### src/ucf_consts.svh
// register offsets, field positions, reset values and timing counts
`ifndef UCF_CONSTS_SVH
`define UCF_CONSTS_SVH
`define UCF_ADDR_CTRL 8'h00
`define UCF_ADDR_FRAME 8'h04
`define UCF_ADDR_LEVEL 8'h08
`define UCF_ADDR_DMA 8'h0C
`define UCF_ADDR_FLOW 8'h10
`define UCF_ADDR_RIS 8'h14
`define UCF_ADDR_MASK 8'h18
`define UCF_ADDR_MIS 8'h1C
`define UCF_ADDR_CLEAR 8'h20
`define UCF_ADDR_DATA 8'h24
`define UCF_ADDR_STAT 8'h28
`define UCF_ADDR_BAUD 8'h2C
`define UCF_CTRL_EN 0
`define UCF_CTRL_FIFO 1
`define UCF_CTRL_IR 2
`define UCF_CTRL_IRLP 3
`define UCF_DMA_RX 0
`define UCF_DMA_TX 1
`define UCF_DMA_STOP 2
`define UCF_FLOW_TX 0
`define UCF_FLOW_RX 1
`define UCF_INT_ADDR 0
`define UCF_INT_OVR 1
`define UCF_INT_BRK 2
`define UCF_INT_PAR 3
`define UCF_INT_FRM 4
`define UCF_INT_RTO 5
`define UCF_INT_TX 6
`define UCF_INT_RX 7
`define UCF_INT_DSR 8
`define UCF_INT_DCD 9
`define UCF_INT_CTS 10
`define UCF_INT_RI 11
`define UCF_NINT 12
`define UCF_BAUD_RESET 16'h0010
`define UCF_RTO_CHARS 32'h00000020
`endif

### src/ucf_pkg.sv
// types shared by the serial transceiver control block
package ucf_pkg;
  typedef enum logic [2:0] {
    UCF_LVL_1_8 = 3'h0,
    UCF_LVL_2_8 = 3'h1,
    UCF_LVL_4_8 = 3'h2,
    UCF_LVL_6_8 = 3'h3,
    UCF_LVL_7_8 = 3'h4
  } ucf_level_type;
  typedef enum logic [2:0] {
    UCF_PAR_NONE = 3'h0,
    UCF_PAR_EVEN = 3'h1,
    UCF_PAR_ODD = 3'h2,
    UCF_PAR_ONE = 3'h3,
    UCF_PAR_ZERO = 3'h4
  } ucf_parity_type;
  typedef struct packed {
    logic [1:0] data_bits_less5;
    logic two_stop;
    ucf_parity_type parity;
  } ucf_frame_type;
  typedef struct packed {
    logic dsr;
    logic dcd;
    logic cts;
    logic ri;
  } ucf_modem_type;
endpackage

### src/ucf_uart.sv
// serial transceiver with fifos, flow control, dma requests and interrupts
// Functional notes
// - on disable, the character in the shifter finishes before stopping
// - disable discards everything still waiting in the transmit queue
// - global enable starts transmit, receive and turns on both fifos
// - infrared select writes ignored while enabled; taken only when disabled
// - infrared plus low-power option selects the low-power pulse mode
// - receive and transmit dma request enables, set or cleared separately
// - stop-on-error clears receive dma enable on any receive error
// - fifos disabled makes both paths run without their fifos
// - tx and rx interrupt thresholds at 1,2,4,6,7 eighths, set separately
// - with transmit handshake, a character starts only while cts asserted
// - with receive handshake, rts asserted only while rx fifo has room
// - both handshake modes independent, may be off, and read back
// - writing a clear mask deasserts exactly those interrupt sources
// - per-source mask; only unmasked reach the line; raw and masked readable
// - sources: address, overrun, break, parity, framing, timeout, tx, rx, modem
// - five to eight data bits, one or two stops, five parity modes
`include "ucf_consts.svh"
`timescale 1ns/100ps
`default_nettype none
module ucf_uart #(
  parameter int DEPTH = 16,
  parameter int AW = 4
) (
  input wire logic clk_i,
  input wire logic rstn_i,
  input wire logic [7:0] addr_i,
  input wire logic [31:0] wdata_i,
  input wire logic wr_i,
  input wire logic rd_i,
  output logic [31:0] rdata_o,
  output logic irq_o,
  input wire logic rxd_i,
  output logic txd_o,
  input wire logic cts_n_i,
  input wire logic dsr_n_i,
  input wire logic dcd_n_i,
  input wire logic ri_n_i,
  output logic rts_n_o,
  output logic ir_lowpower_o,
  output logic dma_rx_req_o,
  output logic dma_tx_req_o
);
  // control registers
  logic en_q, fifo_q, ir_q, irlp_q;
  logic [2:0] dma_q;
  logic [1:0] flow_q;
  logic [2:0] txlvl_q, rxlvl_q;
  ucf_pkg::ucf_frame_type frame_q;
  logic [15:0] baud_q;
  logic [`UCF_NINT-1:0] ris_q, mask_q;
  logic [31:0] rdata_q;
  // pin synchronisers, first stage read only by second
  logic [4:0] sy1_q, sy2_q;
  logic [3:0] modem_q;
  always_ff @(posedge clk_i or negedge rstn_i) begin
    if (!rstn_i) begin
      sy1_q <= 5'h1F;
      sy2_q <= 5'h1F;
      modem_q <= 4'hF;
    end else begin
      sy1_q <= {rxd_i, cts_n_i, dsr_n_i, dcd_n_i, ri_n_i};
      sy2_q <= sy1_q;
      modem_q <= sy2_q[3:0];
    end
  end
  wire rxd_s = sy2_q[4];
  wire cts_ok = !sy2_q[3];
  wire [3:0] modem_chg = sy2_q[3:0] ^ modem_q;
  // bus decode
  wire wr_ctrl = wr_i && addr_i == `UCF_ADDR_CTRL;
  wire wr_data = wr_i && addr_i == `UCF_ADDR_DATA;
  wire rd_data = rd_i && addr_i == `UCF_ADDR_DATA;
  wire rd_ris = rd_i && addr_i == `UCF_ADDR_RIS;
  wire wr_clr = wr_i && addr_i == `UCF_ADDR_CLEAR;
  function automatic logic [AW:0] thresh(input logic [2:0] lv);
    logic [AW+3:0] t;
    t = '0;
    unique case (lv)
      3'h0: t = (AW+4)'(DEPTH);
      3'h1: t = (AW+4)'(DEPTH * 2);
      3'h2: t = (AW+4)'(DEPTH * 4);
      3'h3: t = (AW+4)'(DEPTH * 6);
      default: t = (AW+4)'(DEPTH * 7);
    endcase
    return t[AW+3:3];
  endfunction
  // fifos; depth one when fifos are off
  wire [AW:0] cap = fifo_q ? (AW+1)'(DEPTH) : (AW+1)'(1);
  logic [7:0] txm [DEPTH];
  logic [7:0] rxm [DEPTH];
  logic [AW-1:0] txw_q, txr_q, rxw_q, rxr_q;
  logic [AW:0] txc_q, rxc_q;
  wire tx_full = txc_q >= cap;
  wire rx_full = rxc_q >= cap;
  // transmit shifter
  logic [10:0] tsh_q;
  logic [3:0] tbits_q;
  logic [15:0] tdiv_q;
  wire tx_busy = tbits_q != 4'h0;
  wire [3:0] nbits = 4'(frame_q.data_bits_less5) + 4'h5;
  wire tx_pop = en_q && !tx_busy && txc_q != '0 &&
    (!flow_q[`UCF_FLOW_TX] || cts_ok);
  wire tx_push = wr_data && !tx_full;
  logic [7:0] tbyte;
  logic tpar;
  logic [10:0] tframe;
  logic [3:0] tlen;
  always_comb begin
    tbyte = txm[txr_q] & (8'hFF >> (4'h8 - nbits));
    tpar = ^tbyte;
    unique case (frame_q.parity)
      ucf_pkg::UCF_PAR_EVEN: tpar = ^tbyte;
      ucf_pkg::UCF_PAR_ODD: tpar = ~^tbyte;
      ucf_pkg::UCF_PAR_ONE: tpar = 1'b1;
      ucf_pkg::UCF_PAR_ZERO: tpar = 1'b0;
      default: tpar = 1'b0;
    endcase
    tframe = 11'h7FF;
    tframe[7:0] = tbyte;
    if (frame_q.parity != ucf_pkg::UCF_PAR_NONE) tframe[nbits] = tpar;
    tlen = nbits + 4'h2 + 4'(frame_q.two_stop) +
      4'(frame_q.parity != ucf_pkg::UCF_PAR_NONE);
  end
  // shifter keeps running after disable until the character ends
  always_ff @(posedge clk_i or negedge rstn_i) begin
    if (!rstn_i) begin
      tsh_q <= 11'h7FF;
      tbits_q <= 4'h0;
      tdiv_q <= 16'h0000;
    end else if (tx_pop) begin
      tsh_q <= {tframe[9:0], 1'b0};
      tbits_q <= tlen;
      tdiv_q <= baud_q;
    end else if (tx_busy) begin
      tdiv_q <= tdiv_q == 16'h0000 ? baud_q : tdiv_q - 16'h0001;
      if (tdiv_q == 16'h0000) begin
        tsh_q <= {1'b1, tsh_q[10:1]};
        tbits_q <= tbits_q - 4'h1;
      end
    end
  end
  // ir pulse: low-power mode narrows the pulse to one clock
  wire bit_start = tdiv_q == baud_q;
  wire ir_pulse = !tsh_q[0] && (irlp_q ? bit_start : tdiv_q > baud_q / 2);
  assign txd_o = ir_q ? !ir_pulse : (tx_busy ? tsh_q[0] : 1'b1);
  assign ir_lowpower_o = ir_q && irlp_q;
  // transmit queue, flushed while disabled
  always_ff @(posedge clk_i or negedge rstn_i) begin
    if (!rstn_i) begin
      txw_q <= '0;
      txr_q <= '0;
      txc_q <= '0;
    end else if (!en_q) begin
      txw_q <= '0;
      txr_q <= '0;
      txc_q <= '0;
    end else begin
      if (tx_push) txm[txw_q] <= wdata_i[7:0];
      if (tx_push) txw_q <= fifo_q ? txw_q + 1'b1 : '0;
      if (tx_pop) txr_q <= fifo_q ? txr_q + 1'b1 : '0;
      txc_q <= txc_q + (AW+1)'(tx_push) - (AW+1)'(tx_pop);
    end
  end
  // receiver: samples mid-bit
  logic [3:0] rbits_q;
  logic [15:0] rdiv_q;
  logic [10:0] rsh_q;
  logic [7:0] idle_q;
  // free baud tick; the tx divider only runs while a character is sent
  logic [15:0] bdiv_q;
  wire rx_busy = rbits_q != 4'h0;
  wire rx_start = en_q && !rx_busy && !rxd_s;
  wire rsample = rx_busy && rdiv_q == 16'h0000;
  wire rx_done = rsample && rbits_q == 4'h1;
  wire [10:0] rfr = {rxd_s, rsh_q[10:1]} >> (4'hB - tlen);
  wire [7:0] rbyte = rfr[8:1] & (8'hFF >> (4'h8 - nbits));
  wire has_par = frame_q.parity != ucf_pkg::UCF_PAR_NONE;
  logic rpar_exp;
  always_comb begin
    unique case (frame_q.parity)
      ucf_pkg::UCF_PAR_ODD: rpar_exp = ~^rbyte;
      ucf_pkg::UCF_PAR_ONE: rpar_exp = 1'b1;
      ucf_pkg::UCF_PAR_ZERO: rpar_exp = 1'b0;
      default: rpar_exp = ^rbyte;
    endcase
  end
  wire par_err = rx_done && has_par && rfr[nbits+1] != rpar_exp;
  wire frm_err = rx_done && !rxd_s;
  wire brk_err = frm_err && rfr == 11'h000;
  wire ovr_err = rx_done && rx_full;
  wire addr_ev = rx_done && has_par && rfr[nbits+1];
  wire rx_push = rx_done && !rx_full;
  wire rx_pop = rd_data && rxc_q != '0;
  wire rx_err = par_err || frm_err || brk_err || ovr_err;
  always_ff @(posedge clk_i or negedge rstn_i) begin
    if (!rstn_i) begin
      rbits_q <= 4'h0;
      rdiv_q <= 16'h0000;
      rsh_q <= 11'h000;
    end else if (rx_start) begin
      rbits_q <= tlen;
      rdiv_q <= baud_q >> 1;
    end else if (rx_busy) begin
      rdiv_q <= rsample ? baud_q : rdiv_q - 16'h0001;
      if (rsample) begin
        rsh_q <= {rxd_s, rsh_q[10:1]};
        rbits_q <= rbits_q - 4'h1;
      end
    end
  end
  always_ff @(posedge clk_i or negedge rstn_i) begin
    if (!rstn_i) begin
      rxw_q <= '0;
      rxr_q <= '0;
      rxc_q <= '0;
      idle_q <= 8'h00;
      bdiv_q <= 16'h0000;
    end else begin
      bdiv_q <= bdiv_q == 16'h0000 ? baud_q : bdiv_q - 16'h0001;
      if (rx_push) rxm[rxw_q] <= rbyte;
      if (rx_push) rxw_q <= fifo_q ? rxw_q + 1'b1 : '0;
      if (rx_pop) rxr_q <= fifo_q ? rxr_q + 1'b1 : '0;
      rxc_q <= rxc_q + (AW+1)'(rx_push) - (AW+1)'(rx_pop);
      idle_q <= (rx_busy || rx_pop || rxc_q == '0) ? 8'h00 :
        (bdiv_q == 16'h0000 && idle_q != 8'hFF ? idle_q + 8'h01 : idle_q);
    end
  end
  wire rto_ev = idle_q == 8'(`UCF_RTO_CHARS);
  // handshake output follows rx fifo room only in receive handshake mode, else held asserted (low)
  assign rts_n_o = flow_q[`UCF_FLOW_RX] ? rx_full : 1'b0;
  // thresholds; without fifos they reduce to full/empty
  wire tx_lvl = fifo_q ? (txc_q <= thresh(txlvl_q)) : !tx_full;
  wire rx_lvl = fifo_q ? (rxc_q >= thresh(rxlvl_q) && rxc_q != '0) : rx_full;
  logic tx_lvl_q, rx_lvl_q;
  // interrupt sources
  wire [`UCF_NINT-1:0] ev = {modem_chg[0], modem_chg[3], modem_chg[1],
    modem_chg[2], rx_lvl && !rx_lvl_q, tx_lvl && !tx_lvl_q, rto_ev,
    frm_err, par_err, brk_err, ovr_err, addr_ev};
  wire [`UCF_NINT-1:0] mis = ris_q & mask_q;
  assign irq_o = |mis;
  assign dma_rx_req_o = dma_q[`UCF_DMA_RX] && rxc_q != '0;
  assign dma_tx_req_o = dma_q[`UCF_DMA_TX] && !tx_full;
  wire [`UCF_NINT-1:0] clr = wr_clr ? wdata_i[`UCF_NINT-1:0] : '0;
  always_ff @(posedge clk_i or negedge rstn_i) begin
    if (!rstn_i) begin
      en_q <= 1'b0;
      fifo_q <= 1'b0;
      ir_q <= 1'b0;
      irlp_q <= 1'b0;
      dma_q <= 3'h0;
      flow_q <= 2'h0;
      txlvl_q <= 3'h2;
      rxlvl_q <= 3'h2;
      frame_q <= '0;
      baud_q <= `UCF_BAUD_RESET;
      mask_q <= '0;
      ris_q <= '0;
      tx_lvl_q <= 1'b0;
      rx_lvl_q <= 1'b0;
    end else begin
      tx_lvl_q <= tx_lvl;
      rx_lvl_q <= rx_lvl;
      if (wr_ctrl) begin
        en_q <= wdata_i[`UCF_CTRL_EN];
        // enabling forces the fifos on; later writes may turn them off
        fifo_q <= wdata_i[`UCF_CTRL_FIFO] |
          (wdata_i[`UCF_CTRL_EN] & !en_q);
        if (!en_q) begin
          ir_q <= wdata_i[`UCF_CTRL_IR];
          irlp_q <= wdata_i[`UCF_CTRL_IRLP];
        end
      end
      if (wr_i && addr_i == `UCF_ADDR_FRAME) frame_q <= wdata_i[5:0];
      if (wr_i && addr_i == `UCF_ADDR_LEVEL) begin
        txlvl_q <= wdata_i[2:0];
        rxlvl_q <= wdata_i[5:3];
      end
      if (wr_i && addr_i == `UCF_ADDR_DMA) dma_q <= wdata_i[2:0];
      else if (dma_q[`UCF_DMA_STOP] && rx_err)
        dma_q[`UCF_DMA_RX] <= 1'b0;
      if (wr_i && addr_i == `UCF_ADDR_FLOW) flow_q <= wdata_i[1:0];
      if (wr_i && addr_i == `UCF_ADDR_BAUD) baud_q <= wdata_i[15:0];
      if (wr_i && addr_i == `UCF_ADDR_MASK) mask_q <= wdata_i[11:0];
      // new events win over a clear or read-clear in the same cycle
      ris_q <= ((rd_ris ? '0 : ris_q) & ~clr) | ev;
    end
  end
  logic [31:0] rd_mux;
  always_comb begin
    rd_mux = 32'h00000000;
    unique case (addr_i)
      `UCF_ADDR_CTRL: rd_mux = {28'h0, irlp_q, ir_q, fifo_q, en_q};
      `UCF_ADDR_FRAME: rd_mux = {26'h0, frame_q};
      `UCF_ADDR_LEVEL: rd_mux = {26'h0, rxlvl_q, txlvl_q};
      `UCF_ADDR_DMA: rd_mux = {29'h0, dma_q};
      `UCF_ADDR_FLOW: rd_mux = {30'h0, flow_q};
      `UCF_ADDR_RIS: rd_mux = {20'h0, ris_q};
      `UCF_ADDR_MASK: rd_mux = {20'h0, mask_q};
      `UCF_ADDR_MIS: rd_mux = {20'h0, mis};
      `UCF_ADDR_DATA: rd_mux = {24'h0, rxm[rxr_q]};
      `UCF_ADDR_STAT: rd_mux = {26'h0, tx_busy, rx_busy, tx_full,
        txc_q == '0, rx_full, rxc_q == '0};
      `UCF_ADDR_BAUD: rd_mux = {16'h0, baud_q};
      default: rd_mux = 32'h00000000;
    endcase
  end
  always_ff @(posedge clk_i or negedge rstn_i) begin
    if (!rstn_i) rdata_q <= 32'h00000000;
    else rdata_q <= rd_i ? rd_mux : 32'h00000000;
  end
  assign rdata_o = rdata_q;
endmodule // ucf_uart
`default_nettype wire

### config.mk
export PLATFORM = sky130hd
export DESIGN_NAME = ucf_uart
export DESIGN_NICKNAME = d
export VERILOG_FILES = /design/src/ucf_pkg.sv /design/src/ucf_uart.sv
export VERILOG_INCLUDE_DIRS = /design/src
export SDC_FILE = /design/constraint.sdc
export NUM_CORES = 1
export LEC_CHECK = 0
export BUFFER_PORTS_ARGS = -buffer_cell sky130_fd_sc_hd__buf_2
export CORE_MARGIN = 5
export CORE_UTILIZATION = 50
export CTS_CLUSTER_DIAMETER = 120
export DETAILED_ROUTE_END_ITERATION = 10
export PLACE_DENSITY = 0.69
export SKIP_LAST_GASP = 1
export SLEW_MARGIN = 20
export SYNTH_ARGS = -nofsm -noshare
export SYNTH_HDL_FRONTEND = slang
export SYNTH_SLANG_ARGS = --single-unit
### constraint.sdc
create_clock -name clk_i -period 4.8 [get_ports clk_i]
set_input_delay 0.24 -clock clk_i [delete_from_list [all_inputs] [get_ports clk_i]]
set_output_delay 0.24 -clock clk_i [all_outputs]
set_load 0.03 [all_outputs]
==> impl_metrics.toml, run 1 <==
[placed_design]
post-place-ws_ns = 0.165
gp_congestion = 0.902
dp.final_hpwl_mm = 38.4
portBuffers = 54

[setup_path]
startpoint = "frame_q[4]"
required_ns = 5.25
rr_worst_depth = 14
path_class = "reg -> reg"
path_cells = "inv_1 > ha_1 > clkinvlp_4 > ha_4 > mux4_2 > o2111ai_1 > o221ai_1 > a211o_1 > mux4_2 > o2bb2a_1 > a21oi_4 > and4b_1 > a211oi_1 > a31oi_1"
critical_path_arrival_ns = 4.97
start_kind = "flip-flop"
crit_top_cell = "mux4_2"
slowest_stage = "mux4_2"
worst_setup_path_end_kind = "flip-flop"
max_stage_delay_ns = 0.55
setup.worst_path.end = "ris_q[3]"
path_delay_family = "compound AO/OA/AOI/OAI gates"
r2r_end = "ris_q[3]"
r2r_setup_slack_ns = 0.28
critPathMaxFanout = 7
cp_num_cells = 14
cp_num_buf_inv = 2
worstReg2RegStart = "frame_q[4]"

[drt]
wl_per_cell_um = 22.3
first_pass_iters = 7
drt_iter0_drc = 1373
ant_nets = 0
vias = 14961
drt_wl_total_mm = 55.7
drc = 0
avgViaCountPerCell = 5.99

[yosys]
synth_area_leaders = "edfxtp_1 34%, dfrtp_1 20%, mux4_2 8.3%, ha_1 4.0%, dfstp_2 3.3%"
netlist.area_leader.share_pct = 34.2
seq_area_frac_synth_pct = 57.1
async_reset_ff_share_pct = 44.3
yosys.area.top_type = "edfxtp_1"
netlist_area_um2 = 22400
ys_seq_elements = 460
ys.flop_type = "edfxtp_1"
synth_edf_count = 256
synth_cell_types = 76
netlist_instances = 1782
ys_warn_count = 0
syn_avg_cell_area_um2 = 12.6

[sta]
finalSetupTns_ns = 0
worst_pin_slew_ns = 1.06
setup_viol = 0
slew_headroom_pct = 29.0
period_needed_ns = 4.52
drv_slew = 0
rsz0062_at_grt = "false"
fin_crit_sh_pct = 94.1
layout_setup_ws_ns = 0.284
fin_skew_ns = 0.0176
hold_viol_final = 0
max_freq_mhz = 221

[outcome]
status = "complete, no violations"

[die]
start_util_pct = 50.6
die_area_um2 = 49200
coreArea_um2 = 44300
row_count = 77
die_x_um = 222
die_h_um = 222
io_pins = 87

[clock_network]
clockBufferDepth = 3
numCtsBuffers = 48
htree_levels = 2
cts.root.buffer_cell = "clkbuf_16"
clk_pin_slew_ns = 0.06
cts_tree = "built"
clkLatencyLatePin_ns = 0.59
cts.sink_count = 460
post-cts-setup-buffers = 0

[cells_and_area]
post-route-util_pct = 57.7
layout-drive-gt1-share_pct = 20.3
finalNetCount = 1991
area_growth_pct = 13.9

[global_route]
grt_pass1_wl_mm = 87.2
grt_pass1_vias = 14963
overflow = 0
grt.total_usage_pct = 22.4
antenna_found_initial = 1
grt_max_degree = 80

[job]
max_cap_violations = 0

[power_and_ir_drop]
cellLeakagePower_nw = 9.96
ir_drop_mv = 0.395
powerDensity_nw_per_um2 = 443

[min_path]
hold_depth = 3
worst_hold_path_type = "in -> reg"
[cells by family after synthesis]
kind of cell    synth area share (%)
xor+xnor                        2.92
fa+ha+maj                       4.28
simple gates                    11.0
buf+inv                         3.58
other cells                   0.0167
compound gates                  9.01
mux                             12.1
flops                           57.1
[through the flow]
stage               area, um^2  cells  hold WS [ns]  total power, mW
CTS                      25500   2497        0.0941             11.4
floorplan                22500   1797       -0.0556             6.35
global placement         23500   2395         0.237             6.87
finish                   25600   2498         0.137             11.3
detailed placement       23500   2395         0.244             6.95
global route             25600   2498         0.119             11.9
[synth_stat cells (7+ instances only)]
library cell	number
xor2_1	26
a21o_1	18
dfrtp_1	176
o21a_1	8
mux2_2	48
buf_4	19
nand3_1	59
buf_1	9
a222oi_1	12
nand2b_1	13
and2_1	17
nor4_1	18
nor2b_1	12
a22oi_1	20
nor3_1	45
clkbuf_1	72
mux2i_1	27
a221oi_1	10
inv_1	78
o221ai_1	9
or2_2	7
nand4_1	11
ha_1	72
nor2_1	137
or3_1	17
a211oi_1	9
mux4_2	83
a221o_1	10
a21oi_1	76
dfstp_2	28
o21ai_0	75
xnor2_1	40
edfxtp_1	256
o22ai_1	7
nand2_1	157
[worst min path at each step]
stage,start,endpoint,slack [ns]
final,wr_i,flow_q[1],0.14
after global routing,wdata_i[6],txm[3][6],0.12
after CTS,wr_i,flow_q[1],0.09
after detailed placement,rstn_i,bdiv_q[13],0.24
after global placement,rstn_i,bdiv_q[13],0.24
after floorplan,rstn_i,baud_q[0],-0.06
[what timing repair did]
item,in CTS,in global routing
setup endpoints to repair,0,2
hold endpoints to repair,79,0
hold buffers,14,0
gates resized for setup,0,6
[registers in the layout, summed over array words and instances (netlist names), 8 cells and up]
| signal | count |
|---|---|
| baud_q | 16 |
| bdiv_q | 16 |
| idle_q | 8 |
| mask_q | 12 |
| rdata_o | 16 |
| rdiv_q | 16 |
| ris_q | 12 |
| rsh_q | 10 |
| rxm | 128 |
| tdiv_q | 16 |
| tsh_q | 11 |
| txm | 128 |
[layout make-up]
cell class / instances / area [um^2]
inverters: 81 / 308
clock inverters: 40 / 686
fillers: 3514 / 18800
well taps: 592 / 741
multi-input cells: 1149 / 8920
clock buffers: 48 / 1200
flip-flops and latches: 460 / 12800
diodes: 1 / 2.50
repair buffers: 127 / 867
[cell usage in the layout (no fill, tap or decap), types with 12 or more instances in the layout]
master and count:
a21o_1 18, a21oi_1 75, a222oi_1 12, a22oi_1 20, and2_1 17, buf_2 53, buf_4 58, bufinv_16 17
clkbuf_16 48, conb_1 16, dfrtp_1 174, dfstp_2 28, dlygate4sd3_1 14, edfxtp_1 256, ha_1 71, inv_1 78
mux2_2 48, mux2i_1 27, mux4_2 83, nand2_1 157, nand2b_1 13, nand3_1 59, nor2_1 136, nor3_1 45
nor4_1 17, o21ai_0 75, or3_1 17, xnor2_1 40, xor2_1 26
[routing by layer]
| metal | part of all wire, % | GRT usage (%) | routed length [um] | up-vias |
|---|---|---|---|---|
| met5 | 0 | 0 | 0 | - |
| met4 | 3.3 | 7.16 | 1820 | 0 |
| met3 | 6.1 | 4.06 | 3370 | 122 |
| met2 | 49 | 37.2 | 27200 | 505 |
| met1 | 42 | 30.4 | 23300 | 7550 |
| li1 | - | - | - | 6784 |
[worst reg2reg max path: cells and delay by family, from the launching register on]
family / cells / cell delay (ns)
compound gates: 7 / 1.60
flops: 1 / 0.45
mux: 2 / 1.06
simple gates: 1 / 0.23
fa+ha+maj: 2 / 0.71
buf+inv: 2 / 0.35
[report_power, final]
part | total (mW) | internal (mW) | switching, mW
Combinational | 2.07 | 0.841 | 1.23
Sequential | 4.87 | 4.52 | 0.348
Clock | 4.39 | 2.76 | 1.62
No activity file was read; power rests on OpenSTA's default activity.
==> run 2, diff against run 1 <==
Settings changed: PLACE_DENSITY 0.69 to 0.67, RECOVER_POWER set to 100, SETUP_SLACK_MARGIN set to 0.2.
Clock period 4.8 ns to 4.34 ns, I/O delays scaled along.
==> run 2 against run 1 <==
Net effect: the flow now finishes with violations (max-capacitance violations, max-slew violations); setup slack lost 0.097 ns; critical path depth grew 1; combinational power grew 16%; clock skew grew 0.00092 ns; hold slack gained 0.0014 ns; utilization grew 0.32 points; routed wire length grew 3.3%; final cell count grew 1.2%; sequential cell count is the same; global-route usage grew 0.75 points; power grew 12%; sequential share of layout area shrank 0.28 points; largest cell class unchanged; highest routed layer unchanged.
==> impl_metrics.toml, run 2 (synthesis gave the netlist of run 1 again) <==
[power_and_ir_drop]
combPwrFrac_pct = 19.0
p_sw_mw = 3.60
p_int_mw = 9.05
sw_frac_of_total_pct = 28.5
cellLeakagePower_nw = 9.85
ir_drop_mv = 0.265
seqPwrFrac_pct = 42.6
clock_power_share_pct = 38.4
powerDensity_nw_per_um2 = 492

[setup_path]
worstReg2RegStart = "frame_q[2]"
startpoint = "frame_q[2]"
start_kind = "flip-flop"
cp_num_buf_inv = 2
slowest_stage = "mux4_2"
path_delay_family = "simple AND/OR/NAND/NOR gates"
critPathMaxFanout = 6
path_cells = "or3_4 > inv_2 > fa_1 > ha_4 > buf_4 > mux2i_1 > mux4_2 > or3_4 > a21oi_4 > xor2_1 > xnor3_1 > xnor2_2 > or3_1 > nor4bb_2 > a21o_1"
critical_path_arrival_ns = 4.63
worst_setup_path_end_kind = "flip-flop"
crit_top_cell = "or3_4"
path_class = "reg -> reg"
max_stage_delay_ns = 0.48
required_ns = 4.82

[drt]
drt_iter0_drc = 1545
vias = 15139
drc = 0
first_pass_iters = 10
wl_per_cell_um = 22.7
ant_nets = 0
avgViaCountPerCell = 5.99
drt_wl_total_mm = 57.5

[sta]
fin_crit_sh_pct = 95.7
slew_headroom_pct = -45.9
worst_pin_slew_ns = 2.19
finalSetupTns_ns = 0
setup_viol = 0
rsz0062_at_grt = "true"
whs_ns = 0.138
max_freq_mhz = 241
fin_skew_ns = 0.0185
drv_slew = 187
hold_viol_final = 0
period_needed_ns = 4.15
layout_setup_ws_ns = 0.186

[global_route]
grt_max_degree = 157
antenna_found_initial = 0
grt_pass1_vias = 15558
grt_pass1_wl_mm = 90.3
grt.total_usage_pct = 23.2
overflow = 0

[placed_design]
post-place-ws_ns = 0.141
gp_congestion = 0.933
portBuffers = 54
dp.cells = 2406
dp.final_hpwl_mm = 38.8

[die]
io_pins = 87
die_h_um = 222
start_util_pct = 50.6
die_area_um2 = 49200
die_x_um = 222
coreArea_um2 = 44300
row_count = 77

[cells_and_area]
antenna_cells = 0
finalNetCount = 2019
post-route-util_pct = 58.0
final_cells = 2528
area_growth_pct = 14.5
layout_commonest_cell = "edfxtp_1"
layout-drive-gt1-share_pct = 18.0
reg_top3 = "rxm x128, txm x128"
layout_common_cells = "256 x edfxtp_1, 174 x dfrtp_1, 157 x nand2_1"

[clock_network]
clkLatencyLatePin_ns = 0.60
cts.root.buffer_cell = "clkbuf_16"
clk_pin_slew_ns = 0.06
cts.sink_count = 460
numCtsBuffers = 49
clockBufferDepth = 3
htree_levels = 2
cts_tree = "built"

[outcome]
violations = "max-capacitance violations, max-slew violations"
status = "finished, violations left"

[job]
max_cap_violations = 2

[min_path]
worst_hold_path_type = "in -> reg"
hp-start = "wr_i"
run 2: cell count changes in the layout (fill, tap and decap cells not counted), moves of 4 or more:
| cell | previous run | this run |
|---|---|---|
| dfstp_2 | 28 | 24 |
| and2_0 | 0 | 6 |
| clkbuf_8 | 0 | 6 |
| buf_4 | 58 | 41 |
| clkbuf_4 | 0 | 5 |
| and2_1 | 17 | 11 |
| clkbuf_1 | 0 | 73 |
| dfstp_1 | 0 | 4 |
| buf_2 | 53 | 22 |
run 2: power by group through the flow:
stage	Clock [mW]	Sequential (mW)	Combinational, mW
floorplan	0	5.33	1.72
global placement	0	5.45	2.24
detailed placement	0	5.46	2.32
CTS	4.93	5.38	2.36
global route	5.11	5.44	2.69
finish	4.85	5.39	2.40
run 2: path summary, 6_finish.rpt:
check | endpoint | slack, ns | cells past startpoint
max | dma_q[0] | 0.19 | 15
min reg2reg | sy2_q[4] | 0.35 | 0
min in group asynchronous | mask_q[4] | 0.19 | 2
max reg2reg | dma_q[0] | 0.19 | 15
max in group asynchronous | rsh_q[5] | 1.57 | 3
min | flow_q[0] | 0.14 | 3
run 2: area by class of cell:
cell class                 instances  area, um^2
multi-input combinational       1149        9010
sequential                       460       12800
inverter                          81         309
tap                              592         741
clock buffer                      61        1350
clock inverter                    31         543
timing repair buffer             154         908
fill                            3587       18600
run 2: routing by layer:
layer | wire, um | part of all wire (%) | global-route usage [%] | vias to the layer above
met4 | 1670 | 2.9 | 7.54 | 0
met1 | 24300 | 42 | 31.8 | 7715
met2 | 28600 | 50 | 39.0 | 476
met3 | 2950 | 5.1 | 2.77 | 104
li1 | - | - | - | 6844
met5 | 0 | 0 | 0 | -
run 2: stage by stage:
| stage | power [mW] | cell area (um^2) |
|---|---|---|
| final | 12.7 | 25700 |
| after global routing | 13.2 | 25700 |
| after CTS | 12.7 | 25700 |
| after detailed placement | 7.78 | 23600 |
| after global placement | 7.69 | 23600 |
| after floorplan | 7.04 | 22600 |
run 2: worst min-delay path, delay by kind of cell:
family,cells,cell delay [ns]
simple gates,1,0.13
mux,1,0.16
buf+inv,1,0.19
run 2: repair_timing:
item / in CTS / in global routing
gates resized for setup: 6 / 19
buffers inserted: 6 / 10
hold buffers: 14 / 0
hold endpoints to repair: 69 / 0
pin swaps: 4 / 8
endpoints found under the setup margin: 2 / 5
